--- config.mk ---
export PLATFORM = sky130hd
export DESIGN_NAME = srmc_core
export DESIGN_NICKNAME = d
export VERILOG_FILES = /design/src/srmc_pkg.sv /design/src/srmc_core.sv
export SDC_FILE = /design/constraint.sdc
export NUM_CORES = 1
export LEC_CHECK = 0
export BUFFER_PORTS_ARGS = -buffer_cell sky130_fd_sc_hd__buf_2
export CORE_AREA = 8 8 124 126
export CTS_CLUSTER_DIAMETER = 120
export DETAILED_ROUTE_END_ITERATION = 7
export DIE_AREA = 0 0 132 134
export PLACE_DENSITY = 0.76
export REMOVE_ABC_BUFFERS = 1
export SKIP_CTS_REPAIR_TIMING = 1
export SLEW_MARGIN = 20
export SYNTH_ARGS = -nofsm -noshare
export SYNTH_HDL_FRONTEND = slang
export SYNTH_SLANG_ARGS = --single-unit
--- constraint.sdc ---
create_clock -name clock -period 4.5 [get_ports clock]
set_clock_uncertainty 0.1 [all_clocks]
set_input_delay 1.35 -clock clock [delete_from_list [all_inputs] [get_ports clock]]
set_output_delay 1.35 -clock clock [all_outputs]
set_load 0.05 [all_outputs]
--- src/srmc_pkg.sv ---
// Purpose: Shared constants and types of the serial flash read mode control block.
// Assumes: Opcodes not fixed elsewhere are plain defaults and may be retuned.
// Notes:   All timing is counted in serial clock edges seen by the core clock.
package srmc_pkg;

  // ----------------------------------------------------------------------
  // Opcodes
  // ----------------------------------------------------------------------
  localparam logic [7:0] OP_QUAD_IO_READ            = 8'heb;
  localparam logic [7:0] OP_WIDE_ADDR_QUAD_IO_READ  = 8'hec;
  localparam logic [7:0] OP_DDR_QUAD_READ           = 8'hed;
  localparam logic [7:0] OP_WIDE_ADDR_DDR_QUAD_READ = 8'hee;
  localparam logic [7:0] OP_DUAL_IO_READ            = 8'hbb;
  localparam logic [7:0] OP_WIDE_ADDR_DUAL_IO_READ  = 8'hbc;
  localparam logic [7:0] OP_SET_BURST_LENGTH        = 8'hc0;

  // ----------------------------------------------------------------------
  // Phase lengths in bits or clocks
  // ----------------------------------------------------------------------
  localparam logic [5:0] CMD_BITS        = 6'd8;
  localparam logic [5:0] ADDR_BITS_SHORT = 6'd24;
  localparam logic [5:0] ADDR_BITS_WIDE  = 6'd32;
  localparam logic [5:0] IND_BITS        = 6'd8;
  localparam logic [5:0] WRAP_CODE_BITS  = 6'd8;
  localparam logic [3:0] RST_CLKS_SHORT  = 4'd8;
  localparam logic [3:0] RST_CLKS_WIDE   = 4'd10;
  localparam logic [5:0] DUMMY_DC00      = 6'd4;
  localparam logic [5:0] DUMMY_DC01      = 6'd6;
  localparam logic [5:0] DUMMY_DC10      = 6'd8;
  localparam logic [5:0] DUMMY_DC11      = 6'd10;

  // ----------------------------------------------------------------------
  // Wrap codes and reset values
  // ----------------------------------------------------------------------
  localparam logic [3:0] WRAP_OFF_NIBBLE = 4'h1;
  localparam logic [5:0] WRAP_BASE_BYTES = 6'd8;
  localparam logic [1:0] WRAP_DEPTH_RST  = 2'h0;
  localparam logic       WRAP_EN_RST     = 1'b0;
  localparam logic       ENHANCE_RST     = 1'b0;

  // ----------------------------------------------------------------------
  // Types
  // ----------------------------------------------------------------------
  typedef enum logic [2:0] {
    ST_IDLE, ST_CMD, ST_ADDR, ST_IND, ST_DUMMY, ST_DATA, ST_WRAP, ST_IGNORE
  } srmc_state_t;

  typedef struct packed {
    logic quad_command_mode;
    logic wide_addr_mode;
    logic quad_enable_bit;
    logic dummy_count_high;
    logic dummy_count_low;
  } srmc_cfg_t;

  typedef struct packed {
    logic       enhance_mode;
    logic       wrap_enable;
    logic [1:0] wrap_depth;
  } srmc_status_t;

  typedef struct packed {
    logic quad;
    logic dual;
    logic ddr;
    logic wide;
    logic wrap_ok;
    logic burst;
  } srmc_op_t;

endpackage

--- src/srmc_core.sv ---
// Purpose: Command front end of a multi-lane serial flash for wide address
//          reads, continuous read (enhance) mode and wrapped burst reads.
// Assumes: The serial clock is several core clocks long in each half period.
// Notes:   Array data arrives through a two-entry buffer ahead of the shifter.

// Function
// Wide commands take exactly four address bytes.
// Wide commands work without wide mode.
// Enhance mode for quad reads, both modes.
// Dual reads never enter enhance mode.
// Toggling indicator enters or keeps enhance.
// Equal indicator pair leaves enhance mode.
// Enhance frame skips instruction, starts address.
// Ones on lane zero reset enhance.
// Ones on four lanes reset enhance.
// Reset drops enhance and read state.
// Address, indicator, dummies, data until deselect.
// Dummy count from configuration bits.
// Host keeps indicator constant to avoid enhance.
// Wrap disabled after reset.
// Wrap inside aligned block of chosen size.
// Burst length: instruction, code, deselect.
// Codes 00h-03h set depth, 1xh disables.
// Wrap persists; new code replaces it.
// Only quad io reads apply wrap.
// Burst instruction in eight or two clocks.
// Host sets quad enable before quad reads.
// Indicator sampled like the address phase.
// Enhance cleared at power up.
module srmc_core (
  input  wire logic                   clock,
  input  wire logic                   rstn,
  input  wire logic                   sclk,
  input  wire logic                   chip_select_n,
  input  wire logic [3:0]             io_lines_in,
  output logic      [3:0]             io_lines_out,
  output logic      [3:0]             io_lines_oe,
  input  wire srmc_pkg::srmc_cfg_t    cfg,
  output srmc_pkg::srmc_status_t      status,
  output logic                        array_en,
  output logic      [31:0]            array_addr,
  input  wire logic                   array_valid,
  input  wire logic [7:0]             array_data,
  output logic                        array_ready
);

  // ----------------------------------------------------------------------
  // Pin synchronisers and edge detection
  // ----------------------------------------------------------------------
  logic [1:0] sclk_q;
  logic [1:0] cs_q;
  logic [3:0] io_q1;
  logic [3:0] io_q2;
  logic       sclk_d;
  logic       cs_d;

  always_ff @(posedge clock) begin
    if (!rstn) begin
      sclk_q <= 2'h0;
      cs_q   <= 2'h3;
      io_q1  <= 4'h0;
      io_q2  <= 4'h0;
      sclk_d <= 1'b0;
      cs_d   <= 1'b1;
    end else begin
      sclk_q <= {sclk_q[0], sclk};
      cs_q   <= {cs_q[0], chip_select_n};
      io_q1  <= io_lines_in;
      io_q2  <= io_q1;
      sclk_d <= sclk_q[1];
      cs_d   <= cs_q[1];
    end
  end

  logic rise;
  logic fall;
  logic cs_fall;
  logic cs_rise;

  assign rise    = sclk_q[1] & ~sclk_d & ~cs_q[1];
  assign fall    = ~sclk_q[1] & sclk_d & ~cs_q[1];
  assign cs_fall = ~cs_q[1] & cs_d;
  assign cs_rise = cs_q[1] & ~cs_d;

  // ----------------------------------------------------------------------
  // Opcode decode
  // ----------------------------------------------------------------------
  function automatic srmc_pkg::srmc_op_t decode(input logic [7:0] c);
    srmc_pkg::srmc_op_t d;
    d = '0;
    case (c)
      srmc_pkg::OP_QUAD_IO_READ: begin
        d.quad    = 1'b1;
        d.wrap_ok = 1'b1;
      end
      srmc_pkg::OP_WIDE_ADDR_QUAD_IO_READ: begin
        d.quad    = 1'b1;
        d.wide    = 1'b1;
        d.wrap_ok = 1'b1;
      end
      srmc_pkg::OP_DDR_QUAD_READ: begin
        d.quad = 1'b1;
        d.ddr  = 1'b1;
      end
      srmc_pkg::OP_WIDE_ADDR_DDR_QUAD_READ: begin
        d.quad = 1'b1;
        d.ddr  = 1'b1;
        d.wide = 1'b1;
      end
      srmc_pkg::OP_DUAL_IO_READ: begin
        d.dual = 1'b1;
      end
      srmc_pkg::OP_WIDE_ADDR_DUAL_IO_READ: begin
        d.dual = 1'b1;
        d.wide = 1'b1;
      end
      srmc_pkg::OP_SET_BURST_LENGTH: begin
        d.burst = 1'b1;
      end
      default: begin
        d = '0;
      end
    endcase
    return d;
  endfunction

  // ----------------------------------------------------------------------
  // Phase control
  // ----------------------------------------------------------------------
  srmc_pkg::srmc_state_t state;
  srmc_pkg::srmc_state_t next_state;
  srmc_pkg::srmc_op_t    op;
  srmc_pkg::srmc_op_t    cmd_op;
  logic [5:0]            cnt;
  logic [31:0]           sh;
  logic [31:0]           next_sh;
  logic [2:0]            lanes;
  logic [5:0]            target;
  logic [5:0]            abits;
  logic [5:0]            dummy_n;
  logic                  cap;
  logic                  done;
  logic                  force_exit;
  logic                  enhance;

  // Wide opcodes carry 32 address bits even when wide mode is off.
  assign abits = (op.wide || cfg.wide_addr_mode) ? srmc_pkg::ADDR_BITS_WIDE
                                                 : srmc_pkg::ADDR_BITS_SHORT;

  always_comb begin
    unique case ({cfg.dummy_count_high, cfg.dummy_count_low})
      2'b00: dummy_n = srmc_pkg::DUMMY_DC00;
      2'b01: dummy_n = srmc_pkg::DUMMY_DC01;
      2'b10: dummy_n = srmc_pkg::DUMMY_DC10;
      2'b11: dummy_n = srmc_pkg::DUMMY_DC11;
    endcase
  end

  always_comb begin
    lanes  = 3'd1;
    target = srmc_pkg::CMD_BITS;
    if (state == srmc_pkg::ST_CMD || state == srmc_pkg::ST_WRAP) begin
      lanes  = cfg.quad_command_mode ? 3'd4 : 3'd1;
      target = srmc_pkg::CMD_BITS;
    end else if (state == srmc_pkg::ST_ADDR) begin
      lanes  = op.quad ? 3'd4 : 3'd2;
      target = abits;
    end else if (state == srmc_pkg::ST_IND) begin
      lanes  = 3'd4;
      target = srmc_pkg::IND_BITS;
    end
  end

  // Double rate reads also sample address and indicator on falling edges.
  assign cap = rise | (fall & op.ddr &
                       (state == srmc_pkg::ST_ADDR || state == srmc_pkg::ST_IND));

  always_comb begin
    unique case (lanes)
      3'd4:    next_sh = {sh[27:0], io_q2};
      3'd2:    next_sh = {sh[29:0], io_q2[1:0]};
      default: next_sh = {sh[30:0], io_q2[0]};
    endcase
  end

  assign done   = cap && ((cnt + 6'(lanes)) == target);
  assign cmd_op = decode(next_sh[7:0]);

  always_comb begin
    next_state = state;
    unique case (state)
      srmc_pkg::ST_IDLE:
        if (cs_fall) begin
          next_state = enhance ? srmc_pkg::ST_ADDR : srmc_pkg::ST_CMD;
        end
      srmc_pkg::ST_CMD:
        if (done) begin
          if (cmd_op.burst) begin
            next_state = srmc_pkg::ST_WRAP;
          end else if (cmd_op.dual ||
                       (cmd_op.quad && (cfg.quad_command_mode || cfg.quad_enable_bit))) begin
            next_state = srmc_pkg::ST_ADDR;
          end else begin
            next_state = srmc_pkg::ST_IGNORE;
          end
        end
      srmc_pkg::ST_ADDR:
        if (done) begin
          next_state = op.quad ? srmc_pkg::ST_IND : srmc_pkg::ST_DUMMY;
        end
      srmc_pkg::ST_IND:
        if (done) begin
          next_state = srmc_pkg::ST_DUMMY;
        end
      srmc_pkg::ST_DUMMY:
        if (rise && (cnt + 6'd1) >= dummy_n) begin
          next_state = srmc_pkg::ST_DATA;
        end
      srmc_pkg::ST_WRAP:
        if (done) begin
          next_state = srmc_pkg::ST_IGNORE;
        end
      srmc_pkg::ST_DATA,
      srmc_pkg::ST_IGNORE: next_state = state;
    endcase
    if (force_exit) begin
      next_state = srmc_pkg::ST_IGNORE;
    end
    if (cs_rise) begin
      next_state = srmc_pkg::ST_IDLE;
    end
  end

  always_ff @(posedge clock) begin
    if (!rstn) begin
      state <= srmc_pkg::ST_IDLE;
      cnt   <= 6'h00;
      sh    <= 32'h0;
      op    <= '0;
    end else begin
      state <= next_state;
      if (next_state != state) begin
        cnt <= 6'h00;
      end else if (state == srmc_pkg::ST_DUMMY && rise) begin
        cnt <= cnt + 6'd1;
      end else if (cap && state != srmc_pkg::ST_IDLE) begin
        cnt <= cnt + 6'(lanes);
      end
      if (cap) begin
        sh <= next_sh;
      end
      // The opcode is kept across frames so an enhance frame reuses it.
      if (state == srmc_pkg::ST_CMD && done) begin
        op <= cmd_op;
      end
    end
  end

  // ----------------------------------------------------------------------
  // Enhance mode
  // ----------------------------------------------------------------------
  logic       frame_enh;
  logic       ones_ok;
  logic [3:0] ones_cnt;
  logic [3:0] rst_len;
  logic       ones_now;

  assign rst_len  = (op.wide || cfg.wide_addr_mode) ? srmc_pkg::RST_CLKS_WIDE
                                                    : srmc_pkg::RST_CLKS_SHORT;
  assign ones_now = cfg.quad_command_mode ? (&io_q2) : io_q2[0];
  assign force_exit = frame_enh && ones_ok && rise && ones_now &&
                      (ones_cnt + 4'd1) == rst_len &&
                      (state == srmc_pkg::ST_ADDR || state == srmc_pkg::ST_IND);

  always_ff @(posedge clock) begin
    if (!rstn) begin
      frame_enh <= 1'b0;
      ones_ok   <= 1'b0;
      ones_cnt  <= 4'h0;
    end else if (cs_fall) begin
      frame_enh <= enhance;
      ones_ok   <= 1'b1;
      ones_cnt  <= 4'h0;
    end else if (rise && frame_enh && ones_ok) begin
      ones_ok  <= ones_now;
      ones_cnt <= ones_cnt + 4'd1;
    end
  end

  always_ff @(posedge clock) begin
    if (!rstn) begin
      enhance <= srmc_pkg::ENHANCE_RST;
    end else if (force_exit) begin
      enhance <= 1'b0;
    end else if (state == srmc_pkg::ST_IND && done) begin
      // Any equal bit pair ends the mode; the next frame decodes an opcode.
      enhance <= op.quad & (&(next_sh[7:4] ^ next_sh[3:0]));
    end
  end

  // ----------------------------------------------------------------------
  // Burst wrap configuration
  // ----------------------------------------------------------------------
  logic       wrap_en;
  logic [1:0] wrap_depth;

  always_ff @(posedge clock) begin
    if (!rstn) begin
      wrap_en    <= srmc_pkg::WRAP_EN_RST;
      wrap_depth <= srmc_pkg::WRAP_DEPTH_RST;
    end else if (state == srmc_pkg::ST_WRAP && done) begin
      if (next_sh[7:4] == srmc_pkg::WRAP_OFF_NIBBLE) begin
        wrap_en <= 1'b0;
      end else if (next_sh[7:2] == 6'h00) begin
        wrap_en    <= 1'b1;
        wrap_depth <= next_sh[1:0];
      end
    end
  end

  assign status = '{enhance_mode: enhance, wrap_enable: wrap_en, wrap_depth: wrap_depth};

  // ----------------------------------------------------------------------
  // Array fetch and two-entry buffer
  // ----------------------------------------------------------------------
  logic [7:0]  fifo_mem [0:1];
  logic        wp;
  logic        rp;
  logic [1:0]  fcnt;
  logic        push;
  logic        pop;
  logic [5:0]  wrap_mask;
  logic [31:0] inc_addr;

  assign array_en    = (state == srmc_pkg::ST_DUMMY) || (state == srmc_pkg::ST_DATA);
  // The buffer stalls the array once both entries hold unsent bytes.
  assign array_ready = array_en && (fcnt != 2'd2);
  assign push        = array_valid && array_ready;
  assign wrap_mask   = 6'((srmc_pkg::WRAP_BASE_BYTES << wrap_depth) - 6'd1);
  assign inc_addr    = array_addr + 32'h1;

  always_ff @(posedge clock) begin
    if (!rstn) begin
      array_addr <= 32'h0;
    end else if (state == srmc_pkg::ST_ADDR && done) begin
      array_addr <= (abits == srmc_pkg::ADDR_BITS_WIDE) ? next_sh
                                                         : {8'h00, next_sh[23:0]};
    end else if (push) begin
      if (wrap_en && op.wrap_ok) begin
        array_addr <= {array_addr[31:6],
                       (array_addr[5:0] & ~wrap_mask) | (inc_addr[5:0] & wrap_mask)};
      end else begin
        array_addr <= inc_addr;
      end
    end
  end

  always_ff @(posedge clock) begin
    if (!rstn || !array_en) begin
      wp   <= 1'b0;
      rp   <= 1'b0;
      fcnt <= 2'd0;
    end else begin
      if (push) begin
        fifo_mem[wp] <= array_data;
        wp           <= ~wp;
      end
      if (pop) begin
        rp <= ~rp;
      end
      fcnt <= fcnt + 2'(push) - 2'(pop);
    end
  end

  // ----------------------------------------------------------------------
  // Data shifter
  // ----------------------------------------------------------------------
  logic [7:0] dsh;
  logic [3:0] dleft;
  logic [7:0] cur;
  logic       drive;

  assign drive = (state == srmc_pkg::ST_DATA) && (fall || (op.ddr && rise));
  assign pop   = drive && (dleft == 4'd0) && (fcnt != 2'd0);
  // An empty buffer at a byte start shifts zeros; the array must keep pace.
  assign cur   = (dleft != 4'd0) ? dsh : ((fcnt != 2'd0) ? fifo_mem[rp] : 8'h00);

  always_ff @(posedge clock) begin
    if (!rstn || state != srmc_pkg::ST_DATA) begin
      io_lines_out <= 4'h0;
      io_lines_oe  <= 4'h0;
      dsh          <= 8'h00;
      dleft        <= 4'd0;
    end else begin
      io_lines_oe <= op.quad ? 4'hf : 4'h3;
      if (drive) begin
        if (op.quad) begin
          io_lines_out <= cur[7:4];
          dsh          <= {cur[3:0], 4'h0};
          dleft        <= (dleft == 4'd0) ? 4'd4 : dleft - 4'd4;
        end else begin
          io_lines_out <= {2'b00, cur[7:6]};
          dsh          <= {cur[5:0], 2'b00};
          dleft        <= (dleft == 4'd0) ? 4'd6 : dleft - 4'd2;
        end
      end
    end
  end

endmodule

# Word level (Yosys, flattened, before mapping)
# Memory sizes are Yosys's and may differ from the RTL's. A register that Yosys moved wholly into a read port is not among the register bits.
# Cells that the tools add are included.
[totals] register_bits=124 latch_bits=0 ram_bits=16 romBits=0 input_bits=22 out_inout_bits=46 wordCells=203 mem_count=1
[memory_table] name="fifo_mem" depth=2 word_bits=8 rd=1 rd_ports_with_merged_regs=1 wr=1 line_no="srmc_core.sv:326" text="logic [7:0] fifo_mem [0:1];"
[op_classes] n_addsub=9 multipliers=0 div_mod_pow=0 magnitude_cmp=1 n_eq_ne=27 n_shift=1 mux=54 bitwise_logic=23 n_reduce_logical=59
[op_table] op="32-bit two-way mux" n=4
[op_table] op="32-bit one-hot mux with 2 select lines" n=1
[op_table] op="8-bit == test, second input constant" n=7
[op_table] op="3-bit two-way mux" n=16
[op_table] op="32-bit by 1-bit adder with 32-bit output, second input constant" n=1
[op_table] op="6-bit two-way mux" n=5
[op_table] op="8-bit two-way mux" n=3
[op_table] op="6-bit one-hot mux with 4 select lines" n=1
[op_table] op="1-bit logical AND" n=23
[op_table] op="3-bit one-hot mux with 7 select lines" n=1
[op_table] op="4-bit two-way mux" n=5
[op_table] op="1-bit two-way mux" n=16
[op_table] op="3-bit == test, second input constant" n=5
[op_table] op="2-bit OR reduction" n=7
[op_table] op="6-bit bitwise AND" n=2
[op_table] op="2-bit nonzero test" n=5
[op_table] op="1-bit bitwise AND" n=9
[op_table] op="3-bit by 2-bit == test with 1-bit output, second input constant" n=3
[op_table] op="1-bit logical OR" n=9
[op_table] op="1-bit NOT" n=8
[op_table] op="4-bit AND reduction" n=2
[op_table] op="6-bit by 1-bit adder with 6-bit output, second input constant" n=1
[op_table] op="6-bit by 3-bit adder with 6-bit output" n=1
[op_table] op="6-bit == test" n=1
[op_table] op="33 further kinds" n=38

# Longest topological paths before layout
[logic_depth] word_depth=19 mapped_depth=16

# Worst setup path after synthesis
# OpenSTA, ideal clock, no wires.
[synth_path] path_kind="input to register" from="input port cfg[4] (netlist bit)" to="register cnt[3]" setup_ps=88 arrival_time_ps=4494 t_required_ps=4312 setup_slack_ps=-182 cell_stages=13 path_buffers=2 path_cell_list="nand4b_1 -> o211ai_2 -> buf_4 -> clkbuf_1 -> ha_1 -> and3_1 -> a211oi_1 -> xnor3_1 -> nand4_1 -> a31oi_1 -> a2111oi_1 -> o21ai_2 -> nor4_2"
[synth_between] elab_chain_cells=17 word_cells_on_any_way=40 classes_between="add/sub (1); eq/ne (11); mux (18); reduce/logical (10)"
[synth_rtl] element="from (decl)" line_no="srmc_core.sv:38" text="input wire srmc_pkg::srmc_cfg_t cfg,"
[synth_rtl] element="3-bit two-way mux" line_no="srmc_core.sv:163" text="lanes = cfg.quad_command_mode ? 3'd4 : 3'd1;"
[synth_rtl] element="3-bit two-way mux" line_no="srmc_core.sv:162" text="if (state == srmc_pkg::ST_CMD || state == srmc_pkg::ST_WRAP) begin"
[synth_rtl] element="3-bit by 2-bit == test with 1-bit output / 3-bit == test (equally long branches)" line_no="srmc_core.sv:179" text="unique case (lanes)"
[synth_rtl] element="32-bit one-hot mux with 2 select lines" line_no="srmc_core.sv:179"
[synth_rtl] element="8-bit == test" line_no="srmc_core.sv:91" text="case (c)"
[synth_rtl] element="4-bit OR reduction (no line)"
[synth_rtl] element="1-bit two-way mux" line_no="srmc_core.sv:91"
[synth_rtl] element="1-bit logical AND" line_no="srmc_core.sv:201" text="(cmd_op.quad && (cfg.quad_command_mode || cfg.quad_enable_bit))) begin"
[synth_rtl] element="1-bit logical OR" line_no="srmc_core.sv:200" text="end else if (cmd_op.dual ||"
[synth_rtl] element="3-bit two-way mux" line_no="srmc_core.sv:200"
[synth_rtl] element="3-bit two-way mux" line_no="srmc_core.sv:198" text="if (cmd_op.burst) begin"
[synth_rtl] element="3-bit two-way mux" line_no="srmc_core.sv:197" text="if (done) begin"
[synth_rtl] element="3-bit one-hot mux with 7 select lines" line_no="srmc_core.sv:191" text="unique case (state)"
[synth_rtl] element="3-bit two-way mux" line_no="srmc_core.sv:226" text="if (force_exit) begin"
[synth_rtl] element="3-bit two-way mux" line_no="srmc_core.sv:229" text="if (cs_rise) begin"
[synth_rtl] element="3-bit != test" line_no="srmc_core.sv:242" text="if (next_state != state) begin"
[synth_rtl] element="2-bit OR reduction (no line)"
[synth_rtl] element="to (signal assigned)" line_no="srmc_core.sv:245" text="cnt <= cnt + 6'd1;"
[synth_rtl] element="to (signal assigned)" line_no="srmc_core.sv:247" text="cnt <= cnt + 6'(lanes);"
[synth_rtl] element="to (decl)" line_no="srmc_core.sv:134" text="logic [5:0] cnt;"
# Several ways; a longest one is shown, not always the timed one. The select of a mux whose other input is x is not followed.
# A chain may end at the register's enable or synchronous reset.

# Worst setup path in the final report
[layout_path] from="input port cfg[4] (netlist bit)" to="register array_addr[31]"
[layout_between] elab_chain_cells=8 word_cells_on_any_way=14 classes_between="add/sub (1); eq/ne (4); mux (5); reduce/logical (4)"
[layout_rtl] element="3-bit two-way mux *" line_no="srmc_core.sv:163"
[layout_rtl] element="3-bit two-way mux *" line_no="srmc_core.sv:162"
[layout_rtl] element="6-bit by 3-bit adder with 6-bit output" line_no="srmc_core.sv:186" text="assign done = cap && ((cnt + 6'(lanes)) == target);"
[layout_rtl] element="6-bit == test" line_no="srmc_core.sv:186"
[layout_rtl] element="1-bit logical AND" line_no="srmc_core.sv:186"
[layout_rtl] element="1-bit logical AND" line_no="srmc_core.sv:345" text="end else if (state == srmc_pkg::ST_ADDR && done) begin"
[layout_rtl] element="2-bit != test (no line) / 2-bit nonzero test (equally long branches)"
[layout_rtl] element="2-bit AND reduction (no line)"
[layout_rtl] element="to (signal assigned)" line_no="srmc_core.sv:346" text="array_addr <= (abits == srmc_pkg::ADDR_BITS_WIDE) ? next_sh"
[layout_rtl] element="to (signal assigned)" line_no="srmc_core.sv:350" text="array_addr <= {array_addr[31:6],"
[layout_rtl] element="to (signal assigned)" line_no="srmc_core.sv:353" text="array_addr <= inc_addr;"
[layout_rtl] element="to (decl)" line_no="srmc_core.sv:41" text="output logic [31:0] array_addr,"
# Every way passes the cells marked *; elsewhere a longest branch is shown, timed or not.

==> flow_metrics.env <==
export IMPL_grt_ovfl_total=0
export IMPL_slowest_delay_ns=0.54
export IMPL_antenna_found_initial=0
export IMPL_timing_slew_headroom_pct=43.7
export IMPL_fin_crit_sh_pct=93.9
export IMPL_dp_hpwl_um=12600
export IMPL_finalPower_mw=2.68
export IMPL_min_to="cs_q[1]"
export IMPL_first_iter_violations=642
export IMPL_final_nets=913
export IMPL_firstDrtPassIters=6
export IMPL_io_buffers=67
export IMPL_syn2layout_area_growth_pct=16.1
export IMPL_grt_max_degree=62
export IMPL_netSwitchingFraction_pct=21.6
export IMPL_cp_max_fo=10
export IMPL_cp_num_buf_inv=1
export IMPL_drcViolationCount=0
export IMPL_wl_um=18200
export IMPL_pwr_share_comb_pct=3.3
export IMPL_n_fill_cell=1206
export IMPL_status="complete, no violations"
export IMPL_crit_path_top_delay_cell="or3b_2"
export IMPL_hold_depth=1
export IMPL_drv_slew=0
export IMPL_via_count=6517
export IMPL_p_sw_mw=0.578
export IMPL_end_kind="flop"
export IMPL_rr_startpoint="state[2]"
export IMPL_clk_path_buf_depth=2
export IMPL_clock_latency_ns=0.42
export IMPL_worstPathArrival_ns=4.44
export IMPL_yosysWarnings=0
export IMPL_drive_gt1_share_pct=16.7
export IMPL_path_clk_slew_ns=0.06
export IMPL_p_per_area_nw_per_um2=324
export IMPL_synth_edf_count=16
export IMPL_rr_worst_depth=11
export IMPL_highest_layer="met4"
export IMPL_diodes=0
export IMPL_final_common_cell="dfxtp_1"
export IMPL_cts_tree="done"
export IMPL_routedWlPerCell_um=17.0
export IMPL_worstMarginPinSlew_ns=0.837
export IMPL_p_leak_nw=3.09
export IMPL_cts_max_level=4
export IMPL_coreArea_um2=13500
export IMPL_yosysSeqAreaShare_pct=40.4
export IMPL_maxCapViolCount=0
export IMPL_crit_chain="buf_2, nand4b_1, o211ai_2, ha_1, and3_1, a2111oi_0, a211oi_1, or3b_2, a211o_1, nand2_1, o21ai_0, o221a_2"
export IMPL_clockPowerShare_pct=50.2
export IMPL_synth_flop_cell="dfxtp_1"
export IMPL_initial_core_util_pct=52.8
export IMPL_peakVddDrop_uv=330
export IMPL_worstPathRequired_ns=4.72
export IMPL_fmax_mhz=237
export IMPL_post_route_min_period_ns=4.22
export IMPL_crit_type="input port to flop"
export IMPL_pin_count=68
export IMPL_hold_class="flop to flop"
export IMPL_rows=43
export IMPL_postSynthCellCount=818
export IMPL_met1Wirelength_um=8170
export IMPL_grt_usage_pct=20.4
export IMPL_avgViaCountPerCell=6.08
export IMPL_netlist_area_um2=7130
export IMPL_rrSetupSlack_ns=0.46
export IMPL_synth_seq_cells=136
export IMPL_final_cell_mix="dfxtp_1, nor2_1, buf_2, nand2_1, a211oi_1"
export IMPL_cts_sinks=136
export IMPL_drtAntennaViolNets=0
export IMPL_place_congestion=0.885
export IMPL_die_height_um=134
export IMPL_fin_cells=1071
export IMPL_dp_cells=1039
export IMPL_power_frac_seq_pct=46.6
export IMPL_ys_types=73
export IMPL_grt_pass1_vias=6066
export IMPL_power_internal_mw=2.10
export IMPL_route_met3_wl_um=1150
export IMPL_grt_pass1_wl_um=29900
export IMPL_die_area_um2=17700
export IMPL_final_setup_viol_count=0
export IMPL_min_delay_start="cs_q[0]"
export IMPL_cts_buffers=17
export IMPL_hold_violations=0
export IMPL_r2r_end="array_addr[31]"
export IMPL_cts_root_buffer="clkbuf_16"
export IMPL_async_reset_ff_share_pct=0
export IMPL_grt_setup_unrepaired="false"
export IMPL_avgSynthCellArea_um2=8.71
export IMPL_die_w_um=132
export IMPL_cp_start_kind="input port"
export IMPL_wl_met2_um=8610
export IMPL_critPathTopFamily="compound AO/OA/AOI/OAI gates"
-- power by group through the flow --
stage	clock, mW	combinational, mW	sequential [mW]
4_1_cts	1.37	0.0866	1.25
3_3_place_gp	0	0.0853	1.27
5_1_grt	1.41	0.0966	1.25
2_1_floorplan	0	0.0490	1.27
6_report	1.34	0.0874	1.25
3_5_place_dp	0	0.0863	1.27
-- synthesized netlist by cell type (4+ instances only) --
cell      instances  area, um^2
a211oi_1         55         413
a21oi_1          43         215
a222oi_1         30         300
a311oi_1          5        43.8
a31oi_1           5        31.3
and2_1           16         100
and3_1           10        62.6
and4_1            6        52.6
buf_2             9        45.0
buf_4             6        45.0
clkbuf_1         42         158
dfxtp_1         120        2400
edfxtp_1         16         480
ha_1             13         163
inv_1            18        67.6
mux2i_1          19         190
nand2_1          55         206
nand2b_1         14        87.6
nand3_1          27         135
nand3b_1          6        45.0
nand4_1           8        50.1
nor2_1          107         402
nor2b_1           5        31.3
nor3_1           18        90.1
nor4_1            8        50.1
o211ai_1          6        45.0
o21a_1            4        30.0
o21ai_0          31         155
o221a_2           5        56.3
or3_1             7        43.8
or4_1             4        30.0
xnor2_1          18         158
xor2_1           26         228
-- flip-flops by register name (all words and copies together) (netlist names), 2 cells and up, named ones only --
signal / count
sh: 31
ones_cnt: 4
cnt: 6
state: 3
io_q2: 4
io_lines_oe: 2
dsh: 6
io_lines_out: 4
array_addr: 32
fifo_mem: 16
op: 4
cs_q: 2
fcnt: 2
io_q1: 4
sclk_q: 2
dleft: 3
wrap_depth: 2
-- layout make-up --
class	instances	area [um^2]	share of cell area, %
multi-input cells	601	3930	47.4
repair buffers	101	603	7.29
well taps	180	225	2.72
inverters	21	78.8	0.952
clock inverters	7	95.1	1.15
clock buffers	25	465	5.62
flip-flops and latches	136	2880	34.8
-- how the worst max path moves through the flow --
stage,depth (start not counted),endpoint,start
floorplan,11,array_addr[26],cfg[4]
global placement,12,array_addr[31],cfg[4]
detailed placement,12,array_addr[31],cfg[4]
CTS,12,array_addr[31],cfg[4]
global route,13,wrap_depth[0],cfg[4]
finish,12,array_addr[31],cfg[4]
-- per-stage QoR --
step	util (%)	TNS [ns]	hold slack, ns	instance area [um^2]	worst slack [ns]
detailed placement	57.1	-0.432	0.310	7710	-0.103
CTS	61.3	0	0.321	8270	0.342
global placement	57.1	0	0.289	7710	0.00830
global route	61.3	0	0.334	8280	0.104
floorplan	-	-30.55	0.286	6870	-0.959
finish	61.3	0	0.311	8280	0.275
-- worst register-to-register path, delay by kind of cell, from the launching register on --
kind	cells	cell delay [ns]
compound gates	6	1.53
fa+ha+maj	1	0.32
flops	1	0.67
simple gates	4	1.33
-- routing by layer --
| metal | up-vias | track usage (%) |
|---|---|---|
| li1 | 3161 | - |
| met1 | 3079 | 26.1 |
| met2 | 252 | 32.9 |
| met3 | 25 | 4.26 |
| met4 | 0 | 8.17 |
| met5 | - | 0 |
-- cells by family after synthesis --
| logic type | share of synthesized area [%] |
|---|---|
| muxes | 2.67 |
| DFF | 40.4 |
| buffers and inverters | 4.74 |
| and+or+nand+nor | 21.1 |
| AOI/OAI and AO/OA | 23.1 |
| adders and majority gates | 2.28 |
| xor gates and xnor gates | 5.72 |
(Power assumes the default switching activity.)
